[src/rtl/ast_pkg.sv]
// Purpose: Constants, types and helpers for the async serial transceiver.
// Assumes: One 10 MHz clock mclk and a synchronous active-high reset.
// Notes: Control, configuration and status bits are plain ports, no bus.
// Notes on behaviour
// Separate transmit and receive enables, both set after reset.
// Clearing global enable mid character lets that character finish.
// Software clears global enable before reprogramming any control bits.
// Frame is start, data LSB first, optional parity, then stop bits.
// Receiver checks overrun, parity, framing, break; flags stored with data.
// Divisor is 16-bit integer plus 6-bit fraction in two registers.
// Divisor makes a 16x reference; divided by 16 to time transmit.
// Divisors and line control load one 30-bit register on line control write.
// Two sixteen-entry FIFOs; receive entries carry four status bits.
// Keep sending while data waits; busy until FIFO empty and stop sent.
// Falling line starts receive; start accepted if still low at eighth tick.
// Data bits sampled every sixteenth tick; parity checked when enabled.
// Stop must sample high or framing error; character then pushed.
// Data read gives twelve bits; data write pushes eight bits.
// After reset FIFOs act as single entries; fifo enable gives full depth.
// Flags show transmit and receive empty and full; status shows overrun.
// Each FIFO has its own trigger level, one half after reset.
// Seven interrupt sources are ORed onto one request line.
// Mask gates sources; raw stays readable; masked is raw AND mask.
// Writing one to a clear bit clears that raw and masked source.
// Receive flag follows trigger level or single entry; clear bit clears.
// Transmit flag sets on downward crossing or empty entry; clear bit clears.
// Loopback routes transmit output internally to receive input.
// Overrun, data bit 11, sets when a character arrives to a full FIFO.
// Break is line low through a whole character frame.
// Timeout fires when data waits and no character arrives for a while.
package ast_pkg;
  // ****************************************************************
  // Sizes
  // ****************************************************************
  localparam int FIFO_DEPTH = 16;
  localparam int PTR_W = 4;
  localparam int CNT_W = 5;
  localparam int TX_W = 8;
  localparam int RX_W = 12;
  localparam logic [CNT_W-1:0] DEPTH_FULL = 5'h10;
  localparam logic [CNT_W-1:0] DEPTH_ONE = 5'h01;
  // ****************************************************************
  // Control and line control fields
  // ****************************************************************
  localparam int CTL_EN = 0;
  localparam int CTL_TXE = 1;
  localparam int CTL_RXE = 2;
  localparam int CTL_LBE = 3;
  localparam logic [3:0] CTL_RESET = 4'h6;
  localparam int LCR_BRK = 0;
  localparam int LCR_PEN = 1;
  localparam int LCR_EPS = 2;
  localparam int LCR_STP2 = 3;
  localparam int LCR_FEN = 4;
  localparam int LCR_WLEN = 5;
  localparam int LCR_SPS = 7;
  localparam logic [29:0] SHADOW_RESET = 30'h0000_0000;
  localparam logic [15:0] DIVI_RESET = 16'h0000;
  localparam logic [5:0] DIVF_RESET = 6'h00;
  localparam logic [2:0] LVL_RESET = 3'h2;
  localparam logic [6:0] MASK_RESET = 7'h00;
  // ****************************************************************
  // Interrupt source and receive entry bit positions
  // ****************************************************************
  localparam int IS_RX = 0;
  localparam int IS_TX = 1;
  localparam int IS_RT = 2;
  localparam int IS_FE = 3;
  localparam int IS_PE = 4;
  localparam int IS_BE = 5;
  localparam int IS_OE = 6;
  localparam int DR_FE = 8;
  localparam int DR_PE = 9;
  localparam int DR_BE = 10;
  localparam int DR_OE = 11;
  // ****************************************************************
  // Oversampling timing
  // ****************************************************************
  localparam logic [3:0] SUB_START = 4'h7;
  localparam logic [3:0] SUB_LAST = 4'hF;
  localparam int TIMEOUT_BITS = 32;
  localparam logic [9:0] TIMEOUT_TICKS = 10'(TIMEOUT_BITS * 16);
  // ****************************************************************
  // Types and helpers
  // ****************************************************************
  typedef enum logic [2:0] {
    ST_IDLE = 3'h0, ST_START = 3'h1, ST_DATA = 3'h3, ST_PAR = 3'h2, ST_STOP = 3'h6
  } ast_state_t;
  // Trigger level select to a fill count out of sixteen.
  function automatic logic [CNT_W-1:0] ast_level(input logic [2:0] sel);
    case (sel)
      3'h0: ast_level = 5'h02;
      3'h1: ast_level = 5'h04;
      3'h3: ast_level = 5'h0C;
      3'h4: ast_level = 5'h0E;
      default: ast_level = 5'h08;
    endcase
  endfunction
  // Word length field to index of the last data bit.
  function automatic logic [2:0] ast_last_bit(input logic [1:0] wlen);
    ast_last_bit = 3'h4 + {1'b0, wlen};
  endfunction
endpackage

[src/rtl/ast_fifo_mem.sv]
// Purpose: Sixteen-entry FIFO store with a registered head word.
// Assumes: The caller never pushes when full or pops when empty.
// Notes: The head register bypasses the memory so a fresh word is ready at once.
`timescale 1ns/1ns
module ast_fifo_mem import ast_pkg::*; #(
  parameter int W = TX_W
) (
  // Clock and reset.
  input wire logic mclk,
  input wire logic rst,
  // Fill side.
  input wire logic push,
  input wire logic [W-1:0] din,
  // Drain side.
  input wire logic pop,
  output logic [W-1:0] dout,
  output logic [CNT_W-1:0] count
);
  logic [W-1:0] mem [FIFO_DEPTH];
  logic [PTR_W-1:0] wrPtr_r;
  logic [PTR_W-1:0] rdPtr_r;
  logic [PTR_W-1:0] rdPtr_nxt;

  assign rdPtr_nxt = pop ? rdPtr_r + 4'h1 : rdPtr_r;

  // Storage has no reset; only the pointers define validity.
  always_ff @(posedge mclk) begin
    if (push) begin
      mem[wrPtr_r] <= din;
    end
  end

  // Pointers and fill count.
  always_ff @(posedge mclk) begin
    if (rst) begin
      wrPtr_r <= 4'h0;
      rdPtr_r <= 4'h0;
      count <= 5'h00;
    end else begin
      rdPtr_r <= rdPtr_nxt;
      if (push) begin
        wrPtr_r <= wrPtr_r + 4'h1;
      end
      if (push && !pop) begin
        count <= count + 5'h01;
      end else if (pop && !push) begin
        count <= count - 5'h01;
      end
    end
  end

  // Head word; a push into the new head slot is forwarded directly.
  always_ff @(posedge mclk) begin
    if (rst) begin
      dout <= '0;
    end else begin
      dout <= (push && wrPtr_r == rdPtr_nxt) ? din : mem[rdPtr_nxt];
    end
  end
endmodule

[src/rtl/ast_transceiver.sv]
// Purpose: Async serial transceiver with fractional baud, FIFOs, status.
// Assumes: Strobe inputs come from logic on mclk; serialRxLine is a pin.
// Notes: Start of transmit is aligned to a 16x reference tick.
`timescale 1ns/1ns
module ast_transceiver import ast_pkg::*; (
  // Clock and reset.
  input wire logic mclk,
  input wire logic rst,
  // Control register: {loopback, receive, transmit, global enable}.
  input wire logic [3:0] ctrlValue,
  input wire logic ctrlWrite,
  // Divisor and line control registers.
  input wire logic [15:0] intDivValue,
  input wire logic intDivWrite,
  input wire logic [5:0] fracDivValue,
  input wire logic fracDivWrite,
  input wire logic [7:0] lineCtrlValue,
  input wire logic lineCtrlWrite,
  // Level select, mask and clear.
  input wire logic [2:0] txLevelValue,
  input wire logic [2:0] rxLevelValue,
  input wire logic levelWrite,
  input wire logic [6:0] maskValue,
  input wire logic maskWrite,
  input wire logic [6:0] intClear,
  input wire logic errClear,
  // Data register.
  input wire logic [7:0] txData,
  input wire logic txWrite,
  input wire logic rxRead,
  output logic [11:0] rxData,
  // Flags and status.
  output logic busy,
  output logic txEmptyFlag,
  output logic txFullFlag,
  output logic rxEmptyFlag,
  output logic rxFullFlag,
  output logic overrunStatus,
  output logic [6:0] rawStatus,
  output logic [6:0] maskedStatus,
  output logic irq,
  // Serial lines.
  input wire logic serialRxLine,
  output logic serialTxLine
);
  // ****************************************************************
  // Registers
  // ****************************************************************
  logic [3:0] ctrl_r;
  logic [15:0] intDiv_r;
  logic [5:0] fracDiv_r;
  logic [29:0] shadow_r;
  logic [2:0] txLevel_r;
  logic [2:0] rxLevel_r;
  logic [6:0] mask_r;
  logic [15:0] divI;
  logic [5:0] divF;
  logic [7:0] lcr;

  // Separate divisor stores; the live copy moves only on line control writes.
  always_ff @(posedge mclk) begin
    if (rst) begin
      ctrl_r <= CTL_RESET;
      intDiv_r <= DIVI_RESET;
      fracDiv_r <= DIVF_RESET;
      shadow_r <= SHADOW_RESET;
      txLevel_r <= LVL_RESET;
      rxLevel_r <= LVL_RESET;
      mask_r <= MASK_RESET;
    end else begin
      if (ctrlWrite) ctrl_r <= ctrlValue;
      if (intDivWrite) intDiv_r <= intDivValue;
      if (fracDivWrite) fracDiv_r <= fracDivValue;
      if (lineCtrlWrite) shadow_r <= {intDiv_r, fracDiv_r, lineCtrlValue};
      if (levelWrite) begin
        txLevel_r <= txLevelValue;
        rxLevel_r <= rxLevelValue;
      end
      if (maskWrite) mask_r <= maskValue;
    end
  end
  assign divI = shadow_r[29:14];
  assign divF = shadow_r[13:8];
  assign lcr = shadow_r[7:0];

  // ****************************************************************
  // Fractional baud generator
  // ****************************************************************
  logic [15:0] baudCnt_r;
  logic [5:0] fracAcc_r;
  logic [6:0] fracSum;
  logic tick16;
  assign fracSum = {1'b0, fracAcc_r} + {1'b0, divF};
  assign tick16 = (baudCnt_r == 16'h0000) && (divI != 16'h0000);

  // A fraction carry stretches one period by a clock to average the rate.
  always_ff @(posedge mclk) begin
    if (rst || lineCtrlWrite) begin
      baudCnt_r <= 16'h0000;
      fracAcc_r <= 6'h00;
    end else if (tick16) begin
      baudCnt_r <= divI - 16'h0001 + {15'h0000, fracSum[6]};
      fracAcc_r <= fracSum[5:0];
    end else if (baudCnt_r != 16'h0000) begin
      baudCnt_r <= baudCnt_r - 16'h0001;
    end
  end

  // ****************************************************************
  // FIFOs
  // ****************************************************************
  logic [CNT_W-1:0] txCount, rxCount, depth;
  logic [7:0] txHead;
  logic [11:0] rxHead;
  logic txPush, txPop, rxPush, rxPop;
  logic [11:0] rxEntry_r;
  logic rxDone_r, oePend_r;

  assign depth = lcr[LCR_FEN] ? DEPTH_FULL : DEPTH_ONE;
  assign txEmptyFlag = (txCount == 5'h00);
  assign txFullFlag = (txCount >= depth);
  assign rxEmptyFlag = (rxCount == 5'h00);
  assign rxFullFlag = (rxCount >= depth);
  assign txPush = txWrite && !txFullFlag;
  assign rxPop = rxRead && !rxEmptyFlag;
  assign rxPush = rxDone_r && !rxFullFlag;

  ast_fifo_mem #(.W(TX_W)) txFifo (
    .mclk(mclk), .rst(rst), .push(txPush), .din(txData),
    .pop(txPop), .dout(txHead), .count(txCount)
  );
  ast_fifo_mem #(.W(RX_W)) rxFifo (
    .mclk(mclk), .rst(rst), .push(rxPush), .din({oePend_r, rxEntry_r[10:0]}),
    .pop(rxPop), .dout(rxHead), .count(rxCount)
  );

  // Read data holds the popped twelve-bit entry until the next read.
  always_ff @(posedge mclk) begin
    if (rst) rxData <= 12'h000;
    else if (rxPop) rxData <= rxHead;
  end

  // A dropped character marks the status and the next stored entry.
  always_ff @(posedge mclk) begin
    if (rst) begin
      oePend_r <= 1'b0;
      overrunStatus <= 1'b0;
    end else begin
      if (rxDone_r && rxFullFlag) oePend_r <= 1'b1;
      else if (rxPush) oePend_r <= 1'b0;
      if (rxDone_r && rxFullFlag) overrunStatus <= 1'b1;
      else if (errClear) overrunStatus <= 1'b0;
    end
  end

  // ****************************************************************
  // Transmitter
  // ****************************************************************
  ast_state_t txState_r;
  logic [3:0] txSub_r;
  logic [2:0] txBit_r;
  logic [7:0] txShift_r;
  logic txPar_r, txLine_r, txStop2_r, txGo, txParBit;
  assign txGo = ctrl_r[CTL_EN] && ctrl_r[CTL_TXE] && !txEmptyFlag;
  assign txPop = tick16 && (txState_r == ST_IDLE) && txGo;
  assign txParBit = lcr[LCR_SPS] ? !lcr[LCR_EPS] : (txPar_r ^ !lcr[LCR_EPS]);
  assign busy = !txEmptyFlag || (txState_r != ST_IDLE);

  // Enable is looked at only between characters, so a frame always ends.
  always_ff @(posedge mclk) begin
    if (rst) begin
      txState_r <= ST_IDLE;
      txSub_r <= 4'h0;
      txBit_r <= 3'h0;
      txShift_r <= 8'h00;
      txPar_r <= 1'b0;
      txLine_r <= 1'b1;
      txStop2_r <= 1'b0;
    end else if (tick16) begin
      txSub_r <= txSub_r + 4'h1;
      case (txState_r)
        ST_IDLE: begin
          txSub_r <= 4'h0;
          if (txGo) begin
            txState_r <= ST_START;
            txShift_r <= txHead;
            txLine_r <= 1'b0;
            txBit_r <= 3'h0;
            txStop2_r <= 1'b0;
          end
        end
        ST_START: if (txSub_r == SUB_LAST) begin
          txState_r <= ST_DATA;
          txLine_r <= txShift_r[0];
          txPar_r <= txShift_r[0];
        end
        ST_DATA: if (txSub_r == SUB_LAST) begin
          if (txBit_r == ast_last_bit(lcr[LCR_WLEN+:2])) begin
            txState_r <= lcr[LCR_PEN] ? ST_PAR : ST_STOP;
            txLine_r <= lcr[LCR_PEN] ? txParBit : 1'b1;
          end else begin
            txBit_r <= txBit_r + 3'h1;
            txShift_r <= {1'b0, txShift_r[7:1]};
            txLine_r <= txShift_r[1];
            txPar_r <= txPar_r ^ txShift_r[1];
          end
        end
        ST_PAR: if (txSub_r == SUB_LAST) begin
          txState_r <= ST_STOP;
          txLine_r <= 1'b1;
        end
        ST_STOP: if (txSub_r == SUB_LAST) begin
          if (lcr[LCR_STP2] && !txStop2_r) txStop2_r <= 1'b1;
          else txState_r <= ST_IDLE;
        end
        default: txState_r <= ST_IDLE;
      endcase
    end
  end

  // Send break forces the line low; output stays a flip-flop.
  always_ff @(posedge mclk) begin
    if (rst) serialTxLine <= 1'b1;
    else serialTxLine <= txLine_r && !lcr[LCR_BRK];
  end

  // ****************************************************************
  // Receiver
  // ****************************************************************
  logic rxSync1_r, rxSync2_r, rxLine, rxHigh_r, rxPar_r, rxAllLow_r;
  ast_state_t rxState_r;
  logic [3:0] rxSub_r;
  logic [2:0] rxBit_r;
  logic rxExpPar;

  // The pin passes two flip-flops before any logic looks at it.
  always_ff @(posedge mclk) begin
    if (rst) begin
      rxSync1_r <= 1'b1;
      rxSync2_r <= 1'b1;
    end else begin
      rxSync1_r <= serialRxLine;
      rxSync2_r <= rxSync1_r;
    end
  end
  assign rxLine = ctrl_r[CTL_LBE] ? serialTxLine : rxSync2_r;
  assign rxExpPar = lcr[LCR_SPS] ? !lcr[LCR_EPS] : (rxPar_r ^ !lcr[LCR_EPS]);

  // Sampling runs on reference ticks; all samples low through stop is break.
  always_ff @(posedge mclk) begin
    if (rst) begin
      rxState_r <= ST_IDLE;
      rxSub_r <= 4'h0;
      rxBit_r <= 3'h0;
      rxHigh_r <= 1'b0;
      rxPar_r <= 1'b0;
      rxAllLow_r <= 1'b0;
      rxEntry_r <= 12'h000;
      rxDone_r <= 1'b0;
    end else begin
      rxDone_r <= 1'b0;
      if (tick16) begin
        rxHigh_r <= rxLine;
        rxSub_r <= rxSub_r + 4'h1;
        case (rxState_r)
          ST_IDLE: begin
            rxSub_r <= 4'h0;
            if (ctrl_r[CTL_EN] && ctrl_r[CTL_RXE] && rxHigh_r && !rxLine) begin
              rxState_r <= ST_START;
            end
          end
          ST_START: if (rxSub_r == SUB_START) begin
            rxState_r <= rxLine ? ST_IDLE : ST_DATA;
            rxSub_r <= 4'h0;
            rxBit_r <= 3'h0;
            rxPar_r <= 1'b0;
            rxAllLow_r <= 1'b1;
            rxEntry_r <= 12'h000;
          end
          ST_DATA: if (rxSub_r == SUB_LAST) begin
            rxEntry_r[rxBit_r] <= rxLine;
            rxPar_r <= rxPar_r ^ rxLine;
            rxAllLow_r <= rxAllLow_r && !rxLine;
            rxBit_r <= rxBit_r + 3'h1;
            if (rxBit_r == ast_last_bit(lcr[LCR_WLEN+:2])) begin
              rxState_r <= lcr[LCR_PEN] ? ST_PAR : ST_STOP;
            end
          end
          ST_PAR: if (rxSub_r == SUB_LAST) begin
            rxEntry_r[DR_PE] <= rxLine ^ rxExpPar;
            rxAllLow_r <= rxAllLow_r && !rxLine;
            rxState_r <= ST_STOP;
          end
          ST_STOP: if (rxSub_r == SUB_LAST) begin
            rxEntry_r[DR_FE] <= !rxLine;
            rxEntry_r[DR_BE] <= !rxLine && rxAllLow_r;
            rxDone_r <= 1'b1;
            rxState_r <= ST_IDLE;
          end
          default: rxState_r <= ST_IDLE;
        endcase
      end
    end
  end

  // ****************************************************************
  // Timeout and interrupt status
  // ****************************************************************
  logic [9:0] toCnt_r;
  logic [CNT_W-1:0] txCountPrev_r;
  logic rxCondPrev_r, txEmptyPrev_r, rxCond, toHit;
  logic [6:0] setEvt, levelDrop;
  assign toHit = tick16 && (toCnt_r == TIMEOUT_TICKS - 10'h001);
  assign rxCond = lcr[LCR_FEN] ? (rxCount >= ast_level(rxLevel_r)) : !rxEmptyFlag;

  // The wait restarts on any arrival or read; it counts only while data waits.
  always_ff @(posedge mclk) begin
    if (rst || rxEmptyFlag || rxDone_r || rxPop) toCnt_r <= 10'h000;
    else if (tick16 && toCnt_r != TIMEOUT_TICKS) toCnt_r <= toCnt_r + 10'h001;
  end

  // History for the edge-based receive and transmit flags.
  always_ff @(posedge mclk) begin
    if (rst) begin
      rxCondPrev_r <= 1'b0;
      txEmptyPrev_r <= 1'b0;
      txCountPrev_r <= 5'h00;
    end else begin
      rxCondPrev_r <= rxCond;
      txEmptyPrev_r <= txEmptyFlag;
      txCountPrev_r <= txCount;
    end
  end

  always_comb begin
    setEvt = 7'h00;
    levelDrop = 7'h00;
    setEvt[IS_RX] = rxCond && !rxCondPrev_r;
    levelDrop[IS_RX] = !rxCond;
    if (lcr[LCR_FEN]) begin
      setEvt[IS_TX] = (txCountPrev_r > ast_level(txLevel_r)) &&
                      (txCount <= ast_level(txLevel_r));
      levelDrop[IS_TX] = txCount > ast_level(txLevel_r);
    end else begin
      setEvt[IS_TX] = txEmptyFlag && !txEmptyPrev_r;
      levelDrop[IS_TX] = !txEmptyFlag;
    end
    setEvt[IS_RT] = toHit;
    setEvt[IS_FE] = rxPush && rxEntry_r[DR_FE];
    setEvt[IS_PE] = rxPush && rxEntry_r[DR_PE];
    setEvt[IS_BE] = rxPush && rxEntry_r[DR_BE];
    setEvt[IS_OE] = rxDone_r && rxFullFlag;
  end

  // A new event in the clearing cycle survives the clear.
  always_ff @(posedge mclk) begin
    if (rst) rawStatus <= 7'h00;
    else rawStatus <= (rawStatus & ~intClear & ~levelDrop) | setEvt;
  end
  assign maskedStatus = rawStatus & mask_r;
  assign irq = |maskedStatus;
endmodule
[config.mk]
export PLATFORM = sky130hd
export DESIGN_NAME = ast_transceiver
export DESIGN_NICKNAME = d
export VERILOG_FILES = /design/src/rtl/ast_pkg.sv /design/src/rtl/ast_fifo_mem.sv /design/src/rtl/ast_transceiver.sv
export SDC_FILE = /design/constraint.sdc
export NUM_CORES = 1
export LEC_CHECK = 0
export BUFFER_PORTS_ARGS = -buffer_cell sky130_fd_sc_hd__buf_2
export CAP_MARGIN = 25
export CELL_PAD_IN_SITES_DETAIL_PLACEMENT = 2
export CELL_PAD_IN_SITES_GLOBAL_PLACEMENT = 2
export CORE_MARGIN = 2
export CORE_UTILIZATION = 39
export CTS_CLUSTER_SIZE = 30
export DETAILED_ROUTE_END_ITERATION = 7
export PLACE_DENSITY = 0.76
export RECOVER_POWER = 50
export SYNTH_ARGS = -nofsm -noshare
export SYNTH_HDL_FRONTEND = slang
export SYNTH_SLANG_ARGS = --single-unit
[constraint.sdc]
create_clock -name mclk -period 3.4 [get_ports mclk]
set_input_delay 0.34 -clock mclk [delete_from_list [all_inputs] [get_ports mclk]]
set_output_delay 0.34 -clock mclk [all_outputs]
set_load 0.1 [all_outputs]
==> results.py <==
metrics = {
    "logic_synthesis": {
        "syn_inst": 1968,
        "async_flop_share": 0,
        "ys_ff_latch": 544,
        "synth-main-ff-cell": "edfxtp_1",
        "syn_area_um2": 24300,
        "ys_types": 86,
        "synth_edf_count": 320,
        "ys_seq_area_frac": 0.579,
        "syn_nets": 2093,
        "ys_warn_count": 0,
        "avgSynthCellArea_um2": 12.4,
    },
    "global_route": {
        "antenna_found_initial": 1,
        "grtUsageTotal": 0.232,
        "grt-ovfl-total": 0,
        "grt_max_degree": 62,
        "grt_pass1_vias": 18600,
        "grt_pass1_wl_um": 114000,
    },
    "clock_tree": {
        "cts_buffers": 58,
        "htreeDepth": 2,
        "cts.clk_slew.worst_paths_ns": 0.06,
        "clockBufferDepth": 3,
        "cts-root-buf": "clkbuf_16",
        "worstSkewPairLatency_ns": 0.65,
        "clock_sinks": 544,
        "tritoncts": "done",
    },
    "sta": {
        "fin_worst_skew_ns": 0.0442,
        "max_freq_ghz": 0.305,
        "slew_viol_final": 41,
        "worst_pin_slew_ns": 2.28,
        "finalSetupTns_ns": 0,
        "slew_headroom": -0.518,
        "fin_crit_ns": 3.28,
        "fin_crit_sh": 0.963,
        "final-hold-violation-count": 0,
        "worst_slack_ns": 0.124,
        "setup_viol_count_final": 0,
        "rsz0062_at_grt": "no",
    },
    "place": {
        "place_inst": 2885,
        "post-place-ws_ns": 0.0536,
        "portBuffers": 107,
        "globalplace.congestion": 0.794,
        "dpl-instance-area_um2": 26200,
        "dp_hpwl_um": 49500,
    },
    "power": {
        "vdd_drop_max_uv": 462,
        "leakagePower_nw": 10.6,
        "cellPowerDensity_nw_per_um2": 734,
        "p_total_mw": 21.0,
    },
    "critical_path": {
        "worstPathMaxFanout": 11,
        "r2r_start": "baudCnt_r[0]$_SDFFE_PP0P_",
        "arrival_ns": 3.83,
        "startpoint": "baudCnt_r[0]$_SDFFE_PP0P_",
        "end_kind": "flop",
        "ff2ff_path_depth": 11,
        "crit_type": "flop to flop",
        "cp_data_required_time_ns": 3.96,
        "startpoint_type": "flop",
    },
    "drt": {
        "viasPerCell": 5.48,
        "ant_nets": 0,
        "wl_um": 74300,
        "drcViolationCount": 0,
        "num_vias": 16700,
        "detail_route.wl_per_cell_um": 24.4,
        "dr.pass1.iters": 5,
        "drt_iter0_drc": 866,
    },
    "die": {
        "die_h_um": 254,
        "die_w_um": 254,
        "core-area_um2": 61700,
        "die-area_um2": 64400,
        "io_pins": 108,
        "start_util": 0.394,
        "num_rows": 91,
    },
    "layout": {
        "finalNonFillerCells": 3041,
        "syn2layout_area_growth_pct": 17.7,
        "finalInstanceArea_um2": 28600,
        "final_common_cell": "edfxtp_1",
        "mostFrequentLayoutCells": "edfxtp_1, dfxtp_1, mux2i_1, nor2_1, nand2_1",
        "drive_gt1_frac": 0.173,
        "nNetsFinal": 2278,
    },
    "status": {
        "status": "finished, violations left",
        "violations": "max-capacitance violations, max-slew violations",
    },
    "flow_run": {
        "drv_cap": 1,
    },
    "hold_path": {
        "holdPathStages": 4,
        "hp-start": "intClear[2]",
        "min_path_type": "input pin to flop",
    },
}
## worst paths after layout
kind | to | slack [ns]
worst max-delay path | txFifo.dout[6]$_SDFF_PP0_ | 0.12
worst min-delay path | rawStatus[2]$_SDFF_PP0_ | 0.03
worst max register to register | txFifo.dout[6]$_SDFF_PP0_ | 0.12
worst min register to register | rawStatus[0]$_SDFF_PP0_ | 0.43
## power by group
part           total (mW)  internal [mW]  switching (mW)
Sequential           7.70           7.31           0.382
Clock                6.78           3.98            2.80
Combinational        6.54           2.48            4.07
## per-stage QoR
| stage | hold slack, ns | util |
|---|---|---|
| floorplan | 0.389 | - |
| global placement | 0.408 | 0.424 |
| detailed placement | 0.418 | 0.424 |
| CTS | 0.00552 | 0.465 |
| global route | 0.00689 | 0.464 |
| finish | 0.0264 | 0.464 |
## cell families (layout without fill, tap and decap cells)
logic type,count (synthesis),after routing,share of synthesized area
and+or+nand+nor,593,593,0.117
DFF,544,544,0.579
muxes,289,289,0.146
AOI/OAI and AO/OA,267,267,0.0757
buffers and inverters,153,388,0.0261
xor gates and xnor gates,71,71,0.0287
adders and majority gates,51,51,0.0272
other,0,1,0
## layout make-up
| type | count | area, µm² |
|---|---|---|
| antenna | 1 | 2.50 |
| clock buffer | 78 | 1620 |
| clock inverter | 32 | 425 |
| fill | 6116 | 33100 |
| inverter | 38 | 143 |
| multi-input combinational | 1271 | 9650 |
| sequential | 544 | 14100 |
| tap | 837 | 1050 |
| timing repair buffer | 240 | 1650 |
## sequential cells by signal, summed over array words and instances (netlist names), 5 cells and up
signal and count:
fracDiv_r 6, rxFifo.mem 192, toCnt_r 10, rxEntry_r 11
fracAcc_r 6, txCountPrev_r 5, txFifo.mem 128, baudCnt_r 16
txFifo.count 5, rxFifo.count 5, rxFifo.dout 12, mask_r 7
txFifo.dout 8, rxData 12, txShift_r 8, shadow_r 30
rawStatus 7, intDiv_r 16
## Yosys cell counts, types with 13 or more instances
| library cell | count | area, µm² |
|---|---|---|
| a2111oi_0 | 18 | 158 |
| a211oi_1 | 15 | 113 |
| a21oi_1 | 78 | 390 |
| a311oi_1 | 13 | 114 |
| and2_1 | 21 | 131 |
| buf_1 | 13 | 48.8 |
| buf_2 | 16 | 80.1 |
| clkbuf_1 | 77 | 289 |
| dfxtp_1 | 224 | 4480 |
| edfxtp_1 | 320 | 9610 |
| ha_1 | 48 | 601 |
| inv_1 | 36 | 135 |
| mux2_2 | 27 | 304 |
| mux2i_1 | 213 | 2130 |
| mux4_2 | 48 | 1080 |
| nand2_1 | 168 | 631 |
| nand3_1 | 45 | 225 |
| nand4_1 | 15 | 93.8 |
| nor2_1 | 209 | 785 |
| nor2b_1 | 13 | 81.3 |
| nor3_1 | 30 | 150 |
| o21ai_0 | 33 | 165 |
| xnor2_1 | 37 | 324 |
| xor2_1 | 28 | 245 |
## metal layers
metal,track usage,routed length [µm],vias up
li1,-,-,7627
met1,0.280,30900,8597
met2,0.425,38800,317
met3,0.0364,2570,127
met4,0.0689,2120,0
met5,0,0,-
## what timing repair did
| action | CTS | global route |
|---|---|---|
| setup endpoints to repair | 4 | 9 |
| hold endpoints to repair | 44 | 0 |
| pin swaps | 0 | 0 |
| hold buffers | 44 | 0 |
| setup buffers | 0 | 0 |
| resized for setup | 1 | 5 |
## worst max-delay path, stage by stage (launching register included)
cell,delay [ns]
dfxtp_1,0.34
inv_1,0.11
ha_1,0.20
nor3b_4,0.29
nand4_4,0.24
buf_4,0.27
or3_1,0.38
buf_4,0.19
nand2_1,0.25
nand3_1,0.34
o221a_1,0.39
a31oi_1,0.22
Note: power is estimated with default switching activity, not from simulation.
